### src/pkg/pwt_pkg.sv
package pwt_pkg;

  localparam int ADDR_W = 8;
  localparam int DATA_W = 32;
  localparam int NUM_CTR = 2;

  // register byte addresses
  localparam logic [ADDR_W-1:0] ADDR_CTR0_CONTROL = 8'h00;
  localparam logic [ADDR_W-1:0] ADDR_CTR0_COUNT = 8'h04;
  localparam logic [ADDR_W-1:0] ADDR_CTR1_CONTROL = 8'h08;
  localparam logic [ADDR_W-1:0] ADDR_CTR1_LOW_BYTE = 8'h0C;
  localparam logic [ADDR_W-1:0] ADDR_CTR1_HIGH_BYTE = 8'h10;
  localparam logic [ADDR_W-1:0] ADDR_IRQ_CONTROL = 8'h14;
  localparam logic [ADDR_W-1:0] ADDR_PORT_CONTROL = 8'h18;

  // control byte fields
  localparam int MODE_HI = 7;
  localparam int MODE_LO = 6;
  localparam int RUN_BIT = 4;
  localparam int POL_BIT = 3;

  // interrupt control fields
  localparam int GLOBAL_EN_BIT = 0;
  localparam int IRQ_EN_LSB = 1;
  localparam int FLAG_LSB = 4;

  // port control fields
  localparam int DIR_LSB = 0;
  localparam int PULL_LSB = 4;

  typedef enum logic [1:0] {
    MODE_NONE = 2'b00,
    MODE_EVENT = 2'b01,
    MODE_TIMER = 2'b10,
    MODE_PULSE = 2'b11
  } ctr_mode_t;

  localparam logic [15:0] FULL_CTR0 = 16'h00FF;
  localparam logic [15:0] FULL_CTR1 = 16'hFFFF;
  localparam logic [7:0] CONTROL_RESET = 8'h00;
  localparam logic [15:0] COUNT_RESET = 16'h0000;

  // counting clock is the system clock divided by this
  localparam int CLK_DIV = 4;
  localparam logic [1:0] DIV_LAST = 2'(CLK_DIV - 1);

  typedef struct packed {
    logic psel;
    logic penable;
    logic pwrite;
    logic [ADDR_W-1:0] paddr;
    logic [DATA_W-1:0] pwdata;
  } apb_req_t;

  typedef struct packed {
    logic [DATA_W-1:0] prdata;
    logic pready;
    logic pslverr;
  } apb_rsp_t;

  typedef struct packed {
    logic [7:0] control;
    logic [15:0] count;
    logic [15:0] preload;
    logic measuring;
    logic flag;
  } chan_t;

endpackage
### src/hw/count_clock_divider.sv
`timescale 1ns/1ps
`default_nettype none
module count_clock_divider
  import pwt_pkg::*;
(
  input wire logic sys_clk,
  input wire logic rstn,
  input wire logic enable,
  output logic tick
);

  typedef struct packed {
    logic [1:0] phase;
  } div_state_t;

  div_state_t st;
  div_state_t next_st;

  always_comb begin
    next_st = st;
    if (enable) begin
      next_st.phase = (st.phase == DIV_LAST) ? 2'h0 : st.phase + 2'h1;
    end
  end

  always_ff @(posedge sys_clk or negedge rstn) begin
    if (!rstn) begin
      st <= '0;
    end else begin
      st <= next_st;
    end
  end

  assign tick = enable && (st.phase == DIV_LAST);

endmodule
`default_nettype wire

### src/hw/pin_edge_sync.sv
`timescale 1ns/1ps
`default_nettype none
module pin_edge_sync
  import pwt_pkg::*;
(
  input wire logic sys_clk,
  input wire logic rstn,
  input wire logic pin,
  input wire logic sampleEn,
  output logic rise,
  output logic fall
);

  typedef struct packed {
    logic meta;
    logic sync;
    logic sample;
  } sync_state_t;

  sync_state_t st;
  sync_state_t next_st;

  always_comb begin
    next_st = st;
    next_st.meta = pin;
    next_st.sync = st.meta;
    if (sampleEn) begin
      next_st.sample = st.sync;
    end
  end

  always_ff @(posedge sys_clk or negedge rstn) begin
    if (!rstn) begin
      st <= '0;
    end else begin
      st <= next_st;
    end
  end

  // edges only seen at the sample points, so width error is one sample period
  assign rise = sampleEn && st.sync && !st.sample;
  assign fall = sampleEn && !st.sync && st.sample;

endmodule
`default_nettype wire

### src/hw/pulse_width_timer_counter.sv
`timescale 1ns/1ps
`default_nettype none
module pulse_width_timer_counter
  import pwt_pkg::*;
(
  input wire logic sys_clk,
  input wire logic rstn,
  input wire apb_req_t apbReq,
  output apb_rsp_t apbRsp,
  input wire logic ctr0InputPin,
  input wire logic ctr1InputPin,
  input wire logic powerDown,
  output logic ctr0Irq,
  output logic ctr1Irq,
  output logic wakeUp,
  output logic [NUM_CTR-1:0] pullHighEn
);

  typedef struct packed {
    chan_t [NUM_CTR-1:0] ch;
    logic globalIrqEnable;
    logic [NUM_CTR-1:0] irqEnable;
    logic [NUM_CTR-1:0] pinIsInput;
    logic [NUM_CTR-1:0] pullHigh;
    logic [7:0] lowWriteBuf;
    logic [7:0] lowReadLatch;
    logic [DATA_W-1:0] rdata;
    logic wake;
  } top_state_t;

  top_state_t st;
  top_state_t next_st;

  logic tick;
  logic [NUM_CTR-1:0] pinRaw;
  logic [NUM_CTR-1:0] sampleEn;
  logic [NUM_CTR-1:0] pinRise;
  logic [NUM_CTR-1:0] pinFall;

  logic setup;
  logic access;
  logic wrAccess;
  logic rdAccess;
  logic mapped;

  assign pinRaw = {ctr1InputPin, ctr0InputPin};

  // the divided clock stops in power-down while the system clock keeps running
  count_clock_divider u_divider (
    .sys_clk(sys_clk),
    .rstn(rstn),
    .enable(!powerDown),
    .tick(tick)
  );

  genvar gi;
  generate
    for (gi = 0; gi < NUM_CTR; gi++) begin : g_pin
      // event mode samples every cycle: no prescaling of pin edges
      assign sampleEn[gi] = (st.ch[gi].control[MODE_HI:MODE_LO] == MODE_EVENT) ? 1'b1 : tick;
      pin_edge_sync u_sync (
        .sys_clk(sys_clk),
        .rstn(rstn),
        .pin(pinRaw[gi]),
        .sampleEn(sampleEn[gi]),
        .rise(pinRise[gi]),
        .fall(pinFall[gi])
      );
    end
  endgenerate

  assign setup = apbReq.psel && !apbReq.penable;
  assign access = apbReq.psel && apbReq.penable;
  assign wrAccess = access && apbReq.pwrite;
  assign rdAccess = access && !apbReq.pwrite;

  always_comb begin
    case (apbReq.paddr)
      ADDR_CTR0_CONTROL,
      ADDR_CTR0_COUNT,
      ADDR_CTR1_CONTROL,
      ADDR_CTR1_LOW_BYTE,
      ADDR_CTR1_HIGH_BYTE,
      ADDR_IRQ_CONTROL,
      ADDR_PORT_CONTROL: mapped = 1'b1;
      default: mapped = 1'b0;
    endcase
  end

  always_comb begin
    logic [15:0] full;
    logic [1:0] mode;
    logic run;
    logic pol;
    logic pinSel;
    logic inhibit;
    logic countEn;
    logic startEdge;
    logic stopEdge;
    logic [NUM_CTR-1:0] ovf;
    logic [7:0] wbyte;
    full = FULL_CTR0;
    mode = MODE_NONE;
    run = 1'b0;
    pol = 1'b0;
    pinSel = 1'b0;
    inhibit = 1'b0;
    countEn = 1'b0;
    startEdge = 1'b0;
    stopEdge = 1'b0;
    ovf = '0;
    wbyte = apbReq.pwdata[7:0];
    next_st = st;
    next_st.wake = 1'b0;

    for (int i = 0; i < NUM_CTR; i++) begin
      full = (i == 0) ? FULL_CTR0 : FULL_CTR1;
      mode = st.ch[i].control[MODE_HI:MODE_LO];
      run = st.ch[i].control[RUN_BIT];
      pol = st.ch[i].control[POL_BIT];
      pinSel = ((mode == MODE_EVENT) || (mode == MODE_PULSE)) && st.pinIsInput[i];
      if (i == 0) begin
        inhibit = access && ((rdAccess && apbReq.paddr == ADDR_CTR0_COUNT)
          || (wrAccess && apbReq.paddr == ADDR_CTR0_COUNT));
      end else begin
        inhibit = access && ((apbReq.paddr == ADDR_CTR1_LOW_BYTE) || (apbReq.paddr == ADDR_CTR1_HIGH_BYTE));
      end
      startEdge = pinSel && (pol ? pinRise[i] : pinFall[i]);
      stopEdge = pinSel && (pol ? pinFall[i] : pinRise[i]);

      case (mode)
        MODE_TIMER: begin
          countEn = run && tick && !inhibit;
        end
        MODE_EVENT: begin
          // pin edges still arrive during power-down
          countEn = run && pinSel && (pol ? pinFall[i] : pinRise[i]) && !inhibit;
        end
        MODE_PULSE: begin
          countEn = run && st.ch[i].measuring && tick && !inhibit;
          if (run && !st.ch[i].measuring && startEdge) begin
            next_st.ch[i].measuring = 1'b1;
          end
          if (run && st.ch[i].measuring && stopEdge) begin
            next_st.ch[i].measuring = 1'b0;
            next_st.ch[i].control[RUN_BIT] = 1'b0;
            countEn = 1'b0;
          end
        end
        default: begin
          countEn = 1'b0;
        end
      endcase

      // with run clear no edge is seen and the residual count holds
      if (!run) begin
        next_st.ch[i].measuring = 1'b0;
      end

      if (countEn) begin
        if ((st.ch[i].count & full) == full) begin
          next_st.ch[i].count = st.ch[i].preload & full;
          ovf[i] = 1'b1;
        end else begin
          next_st.ch[i].count = (st.ch[i].count + 16'h0001) & full;
        end
      end
    end

    // control writes; mode must be settled by an earlier write
    if (wrAccess && apbReq.paddr == ADDR_CTR0_CONTROL) begin
      next_st.ch[0].control = wbyte;
      if (!wbyte[RUN_BIT]) begin
        next_st.ch[0].measuring = 1'b0;
      end
    end
    if (wrAccess && apbReq.paddr == ADDR_CTR1_CONTROL) begin
      next_st.ch[1].control = wbyte;
      if (!wbyte[RUN_BIT]) begin
        next_st.ch[1].measuring = 1'b0;
      end
    end

    // preload writes
    if (wrAccess && apbReq.paddr == ADDR_CTR0_COUNT) begin
      next_st.ch[0].preload = {8'h00, wbyte};
      if (!st.ch[0].control[RUN_BIT]) begin
        next_st.ch[0].count = {8'h00, wbyte};
      end
    end
    if (wrAccess && apbReq.paddr == ADDR_CTR1_LOW_BYTE) begin
      next_st.lowWriteBuf = wbyte;
    end
    if (wrAccess && apbReq.paddr == ADDR_CTR1_HIGH_BYTE) begin
      next_st.ch[1].preload = {wbyte, st.lowWriteBuf};
      if (!st.ch[1].control[RUN_BIT]) begin
        next_st.ch[1].count = {wbyte, st.lowWriteBuf};
      end
    end
    if (rdAccess && apbReq.paddr == ADDR_CTR1_HIGH_BYTE) begin
      next_st.lowReadLatch = st.ch[1].count[7:0];
    end

    // interrupt control; a hardware set beats a software clear
    if (wrAccess && apbReq.paddr == ADDR_IRQ_CONTROL) begin
      next_st.globalIrqEnable = apbReq.pwdata[GLOBAL_EN_BIT];
      next_st.irqEnable = apbReq.pwdata[IRQ_EN_LSB +: NUM_CTR];
      for (int i = 0; i < NUM_CTR; i++) begin
        next_st.ch[i].flag = apbReq.pwdata[FLAG_LSB + i];
      end
    end
    for (int i = 0; i < NUM_CTR; i++) begin
      if (ovf[i]) begin
        next_st.ch[i].flag = 1'b1;
        // a flag left set before power-down blocks the wake
        if (powerDown && !st.ch[i].flag) begin
          next_st.wake = 1'b1;
        end
      end
    end

    if (wrAccess && apbReq.paddr == ADDR_PORT_CONTROL) begin
      next_st.pinIsInput = apbReq.pwdata[DIR_LSB +: NUM_CTR];
      next_st.pullHigh = apbReq.pwdata[PULL_LSB +: NUM_CTR];
    end

    // read data captured in the setup cycle
    if (setup) begin
      next_st.rdata = '0;
      case (apbReq.paddr)
        ADDR_CTR0_CONTROL: next_st.rdata[7:0] = st.ch[0].control;
        ADDR_CTR0_COUNT: next_st.rdata[7:0] = st.ch[0].count[7:0];
        ADDR_CTR1_CONTROL: next_st.rdata[7:0] = st.ch[1].control;
        ADDR_CTR1_LOW_BYTE: next_st.rdata[7:0] = st.lowReadLatch;
        ADDR_CTR1_HIGH_BYTE: next_st.rdata[7:0] = st.ch[1].count[15:8];
        ADDR_IRQ_CONTROL: begin
          next_st.rdata[GLOBAL_EN_BIT] = st.globalIrqEnable;
          next_st.rdata[IRQ_EN_LSB +: NUM_CTR] = st.irqEnable;
          next_st.rdata[FLAG_LSB] = st.ch[0].flag;
          next_st.rdata[FLAG_LSB + 1] = st.ch[1].flag;
        end
        ADDR_PORT_CONTROL: begin
          next_st.rdata[DIR_LSB +: NUM_CTR] = st.pinIsInput;
          next_st.rdata[PULL_LSB +: NUM_CTR] = st.pullHigh;
        end
        default: next_st.rdata = '0;
      endcase
    end
  end

  always_ff @(posedge sys_clk or negedge rstn) begin
    if (!rstn) begin
      st <= '0;
    end else begin
      st <= next_st;
    end
  end

  // zero wait states; unmapped addresses answer with an error
  assign apbRsp.prdata = st.rdata;
  assign apbRsp.pready = 1'b1;
  assign apbRsp.pslverr = access && !mapped;

  assign ctr0Irq = st.globalIrqEnable && st.irqEnable[0] && st.ch[0].flag;
  assign ctr1Irq = st.globalIrqEnable && st.irqEnable[1] && st.ch[1].flag;
  assign wakeUp = st.wake;
  // pull-high does not depend on timer use of the pin
  assign pullHighEn = st.pullHigh;

endmodule
`default_nettype wire

### config.mk
export PLATFORM = sky130hd
export DESIGN_NAME = pulse_width_timer_counter
export DESIGN_NICKNAME = d
export VERILOG_FILES = /design/src/pkg/pwt_pkg.sv /design/src/hw/count_clock_divider.sv /design/src/hw/pin_edge_sync.sv /design/src/hw/pulse_width_timer_counter.sv
export SDC_FILE = /design/constraint.sdc
export NUM_CORES = 1
export LEC_CHECK = 0
export ABC_AREA = 1
export BUFFER_PORTS_ARGS = -buffer_cell sky130_fd_sc_hd__buf_4
export CAP_MARGIN = 25
export CORE_MARGIN = 3
export CORE_UTILIZATION = 35
export DETAILED_ROUTE_END_ITERATION = 8
export SLEW_MARGIN = 20
export SYNTH_ARGS = -nofsm -noshare
export SYNTH_HDL_FRONTEND = slang
export SYNTH_HIERARCHICAL = 1
export SYNTH_SLANG_ARGS = --single-unit
### constraint.sdc
create_clock -name sys_clk -period 2.35 [get_ports sys_clk]
set_input_delay 0.47 -clock sys_clk [delete_from_list [all_inputs] [get_ports sys_clk]]
set_output_delay 0.47 -clock sys_clk [all_outputs]
set_load 0.01 [all_outputs]
# After elaboration in Yosys (flattened, before gate mapping)
# Index checks and enable logic that the tools add are counted.
[totals]
regBits = 116
latchBits = 0
ram_bits = 0
mem_bits_ro = 0
inputBits = 48
out_inout_bits = 39
word_cells = 187
n_memories = 0
[op_classes]
n_addsub = 3
multipliers = 0
div = 0
magnitude_cmp = 0
n_eq_ne = 15
shifts = 0
mux = 55
n_bitwise = 0
reduce_logical = 87
[ops]
columns = ["cell", "n"]
rows = [
  ["$mux 16", 5],
  ["$mux 32", 2],
  ["$logic_and 1x1->1", 59],
  ["$mux 1", 36],
  ["$pmux 2 s7", 2],
  ["$eq 8x5->1 const B", 3],
  ["$add 16x1->16 const B", 1],
  ["$eq 16x16->1 const B", 1],
  ["$eq 8x4->1 const B", 2],
  ["$logic_not 1->1", 14],
  ["$reduce_bool 2->1", 6],
  ["$eq 2x2->1 const B", 5],
  ["$mux 5", 2],
  ["$pmux 2 s5", 1],
  ["$add 8x1->8 const B", 1],
  ["$eq 8x3->1 const B", 1],
  ["$eq 8x8->1 const B", 1],
  ["$logic_not 8->1", 1],
  ["$mux 8", 1],
  ["$reduce_or 7->1", 1],
  ["$pmux 1 s3", 2],
  ["$pmux 1 s6", 1],
  ["$pmux 1 s5", 1],
  ["$eq 2x1->1 const B", 2],
  ["other kinds (5)", 9],
]

# Longest topological paths before layout
[logic_depth]
ltp_word = 14
mapped_depth = 20
depth_no_buf = 19

# Cells and area by module
# Netlist, hierarchy kept.
[by_module_without_submodules]
columns = ["module", "n_inst", "cells_each", "area_per_inst_um2", "seq_area_each_um2"]
rows = [
  ["pulse_width_timer_counter", 1, 811, 5833.1, 2502.4],
  ["pin_edge_sync", 2, 12, 108.9, 75.1],
  ["count_clock_divider", 1, 13, 100.1, 50.0],
]

# Least setup slack after synthesis
# Ideal clock, no wire load.
[synth_timing]
path_kind = "input-to-reg"
start = "input powerDown"
end = "register st[120] (netlist bit)"
arrival_ps = 1851
t_required_ps = 2237
setup_slack_ps = 386
stages = 19
path_buffers = 1
cell_sequence = "inv_1 > nand2_1 > inv_1 > inv_1 > nand2_1 > nand2_1 > nor2_1 > nor2_1 > nor2_1 > nand2_1 > nand2_1 > nand2_1 > nand2_2 > nand2_4 > buf_4 > nand2_1 > nand3_1 > nand2_1 > inv_1"
[synth_rtl]
columns = ["item", "line_no", "rtl"]
rows = [
  ["start, declared", "pulse_width_timer_counter.sv:12", "input wire logic powerDown,"],
  ["end signal, assigned", "pulse_width_timer_counter.sv:255", "st <= next_st;"],
  ["end, declared", "pulse_width_timer_counter.sv:31", "top_state_t st;"],
]

==> impl_metrics.env <==
export IMPL_final_setup_skew_ns=0.00759
export IMPL_fill_cells=1742
export IMPL_wire_per_inst_um=14.7
export IMPL_synth_edf_count=0
export IMPL_grt_max_degree=55
export IMPL_cts_root_buf="clkbuf_16"
export IMPL_rr_worst_depth=18
export IMPL_cp_depth=18
export IMPL_post_route_util_pct=41.3
export IMPL_rsz0062_at_grt="false"
export IMPL_cpMaxStageDelayCell="dfrtp_1"
export IMPL_grt_pass1_wl_mm=25.9
export IMPL_cts_sink_count=108
export IMPL_area_growth_syn_to_layout_pct=13.2
export IMPL_grt_total_usage_pct=16.8
export IMPL_powerDensity_nw_per_um2=558
export IMPL_path_buf_inv=4
export IMPL_std_cell_rows=47
export IMPL_postSynthCellCount=848
export IMPL_cp_end_kind="flip-flop"
export IMPL_finalMaxSlewViolations=0
export IMPL_drive_above_1_share_pct=13.3
export IMPL_wl_mm=16.4
export IMPL_place_area_um2=6580
export IMPL_cellLeakagePower_nw=3.61
export IMPL_synth_area_leaders="dfrtp_1 (44%), nand2_1 (18%), o21ai_0 (6.4%)"
export IMPL_drc=0
export IMPL_clk_pin_slew_ns=0.07
export IMPL_hold_violations=0
export IMPL_max_freq_ghz=0.461
export IMPL_tns_ns=0
export IMPL_min_period_ns=2.17
export IMPL_pre_cts_ws_ns=-0.0398
export IMPL_slew_headroom_pct=59.9
export IMPL_core_area_um2=16900
export IMPL_hold_buffers=0
export IMPL_critPathTopFamily="simple AND/OR/NAND/NOR gates"
export IMPL_post_synth_cell_area_avg_um2=7.25
export IMPL_post_cts_resized=0
export IMPL_yosys_warnings=6
export IMPL_outcome="complete, no violations"
export IMPL_finish_cell_count_without_fillers=1116
export IMPL_critical_path_class="flip-flop to flip-flop"
export IMPL_fin_hold_ws_ns=0.0212
export IMPL_holdCritPathClass="input port to asynchronous set/reset pin"
export IMPL_hpwl_mm=12.1
export IMPL_ys_types=39
export IMPL_cts_tree="done"
export IMPL_ir_drop_mv=0.355
export IMPL_ioPinCount=87
export IMPL_synth_top_area_share_pct=43.9
export IMPL_antenna_cells=0
export IMPL_max_stage_delay_ns=0.42
export IMPL_grt_overflow=0
export IMPL_synth_top_flop_cell="dfrtp_1"
export IMPL_async_reset_ff_share_pct=100
export IMPL_syn_cell_area_um2=6150
export IMPL_grt_pass1_vias=4777
export IMPL_rrSetupSlack_ns=0.18
export IMPL_yosysTopAreaCell="dfrtp_1"
export IMPL_clk_latency_ns=0.35
export IMPL_multiInputGateArea_um2=2830
export IMPL_vias=5307
export IMPL_stdcell_area_um2=6960
export IMPL_die_w_um=139
export IMPL_htreeDepth=3
export IMPL_regToRegStartpoint="st[139]"
export IMPL_cts_made_buffers=9
export IMPL_firstDrtPassIters=5
export IMPL_viasPerCell=4.76
export IMPL_worstPathMaxFanout=4
export IMPL_cp_start_kind="flip-flop"
export IMPL_io_buffers=37
export IMPL_place_congestion=0.873
export IMPL_cp_data_required_time_ns=2.60
export IMPL_ys_ff_latch=108
export IMPL_post_cts_buffers=0
export IMPL_seq_area_um2=2700
export IMPL_crit_top_cell="nand2_1"
export IMPL_finalWorstSetupSlack_ns=0.179
export IMPL_antenna_found_initial=0
export IMPL_antenna_left=0
export IMPL_crit_arrival_ns=2.42
export IMPL_die_h_um=139
export IMPL_initial_core_util_pct=36.4
export IMPL_setup_viol=0
export IMPL_totalPowerFinal_mw=3.88
export IMPL_die_area_um2=19200
export IMPL_tightestPinTransition_ns=0.599
export IMPL_placed_cells=1097
export IMPL_crit_chain="inv_1, ha_2, inv_1, nand2_2, nand2_2, nor2_2, nor2_1, nor2_1, nand2_1, nand2_1, nand2_2, nand2_4, buf_4, nand3_1, nand2_1, nand3_1, nand2_1, inv_1"
export IMPL_clock_path_buffers=2
export IMPL_timing_rr_end="st[128]"
export IMPL_yosysSeqAreaShare_pct=43.9
export IMPL_finalCritPeriodShare_pct=92.4
export IMPL_dr_first_iter_drc_count=510
export IMPL_cap_violations=0
export IMPL_nNetsFinal=948
## worst reg2reg max path, cell delays in order (launching register included)
cell,delay [ns]
dfrtp_1,0.42
inv_1,0.11
ha_2,0.20
inv_1,0.06
nand2_2,0.10
nand2_2,0.07
nor2_2,0.10
nor2_1,0.05
nor2_1,0.10
nand2_1,0.10
nand2_1,0.09
nand2_2,0.06
nand2_4,0.16
buf_4,0.15
nand3_1,0.06
nand2_1,0.08
nand3_1,0.06
nand2_1,0.07
inv_1,0.04
## how the worst max path moves through the flow
stage / end / from / slack, ns
floorplan: st[120] / powerDown / 0.39
global placement: wakeUp / powerDown / -0.01
detailed placement: wakeUp / powerDown / -0.04
CTS: wakeUp / st[139] / 0.09
global route: st[128] / st[139] / 0.007
finish: st[128] / st[139] / 0.18
## sequential cells by signal, summed over array words and instances (netlist names)
register              flops
apbRsp                    8
g_pin.u_sync/next_st      2
u_divider/st              2
st                       89
wakeUp                    1
g_pin.u_sync/st           4
pullHighEn                2
## cell families after synthesis
group / share of synthesized area, %
multiplexers: 0.549
adder cells (fa/ha/maj): 1.83
AND/OR/NAND/NOR: 29.9
other: 0.122
XOR/XNOR: 0.855
AO/OA/AOI/OAI: 10.2
flip-flops: 43.9
buffers and inverters: 12.6
## placed cells by master (no fill, tap or decap), types with 2 or more instances in the layout
master	Yosys	layout
a21boi_0	2	2
a21oi_1	20	20
buf_4	36	52
clkbuf_1	4	2
clkbuf_16	0	9
clkinv_1	2	2
clkinv_2	1	3
conb_1	2	25
dfrtp_1	108	108
ha_1	9	8
inv_1	98	96
inv_2	11	12
mux2_2	3	3
nand2_1	297	291
nand2_2	5	9
nand2_4	3	6
nand3_1	48	48
nand3b_1	2	2
nand4_1	6	6
nor2_1	62	58
nor2_2	7	11
nor2_4	2	2
nor3_1	8	8
nor4_1	2	2
o21ai_0	79	79
o21ai_1	2	2
o22ai_1	5	5
o2bb2ai_1	4	4
xnor2_1	3	3
xor2_1	3	3
## final cells by class
cell class                      instances  area share [%]
Sequential cell                       108            38.8
Timing Repair inverter                  1           0.126
Multi-Input combinational cell        605            40.6
Tap cell                              220            3.95
Timing Repair Buffer                   53            5.89
Clock buffer                           12            3.54
Clock inverter                          4           0.701
Inverter                              113            6.33
## metal layers
layer	vias up	share of wire (%)	track usage, %
li1	2696	-	-
met1	2438	51	26.1
met2	153	42	23.5
met3	20	5.8	2.97
met4	0	1.8	5.25
met5	-	0	0
## report_power, final
group	internal [mW]	total [mW]	switching [mW]
Sequential	1.93	1.99	0.0633
Clock	0.856	1.53	0.679
Combinational	0.126	0.360	0.233
Total	2.91	3.88	0.975
## synthesized netlist by cell type (4+ instances only)
master and instances:
nor2_1 62, nand3_1 48, o21ai_0 79, nand2_2 5, buf_2 4, nor3_1 8, o2bb2ai_1 4, nand4_1 6
ha_1 9, o22ai_1 5, dfrtp_1 108, a21oi_1 20, buf_4 36, inv_2 11, nand2_1 297, inv_1 98
nor2_2 7, clkbuf_1 4
(Power assumes the default switching activity.)
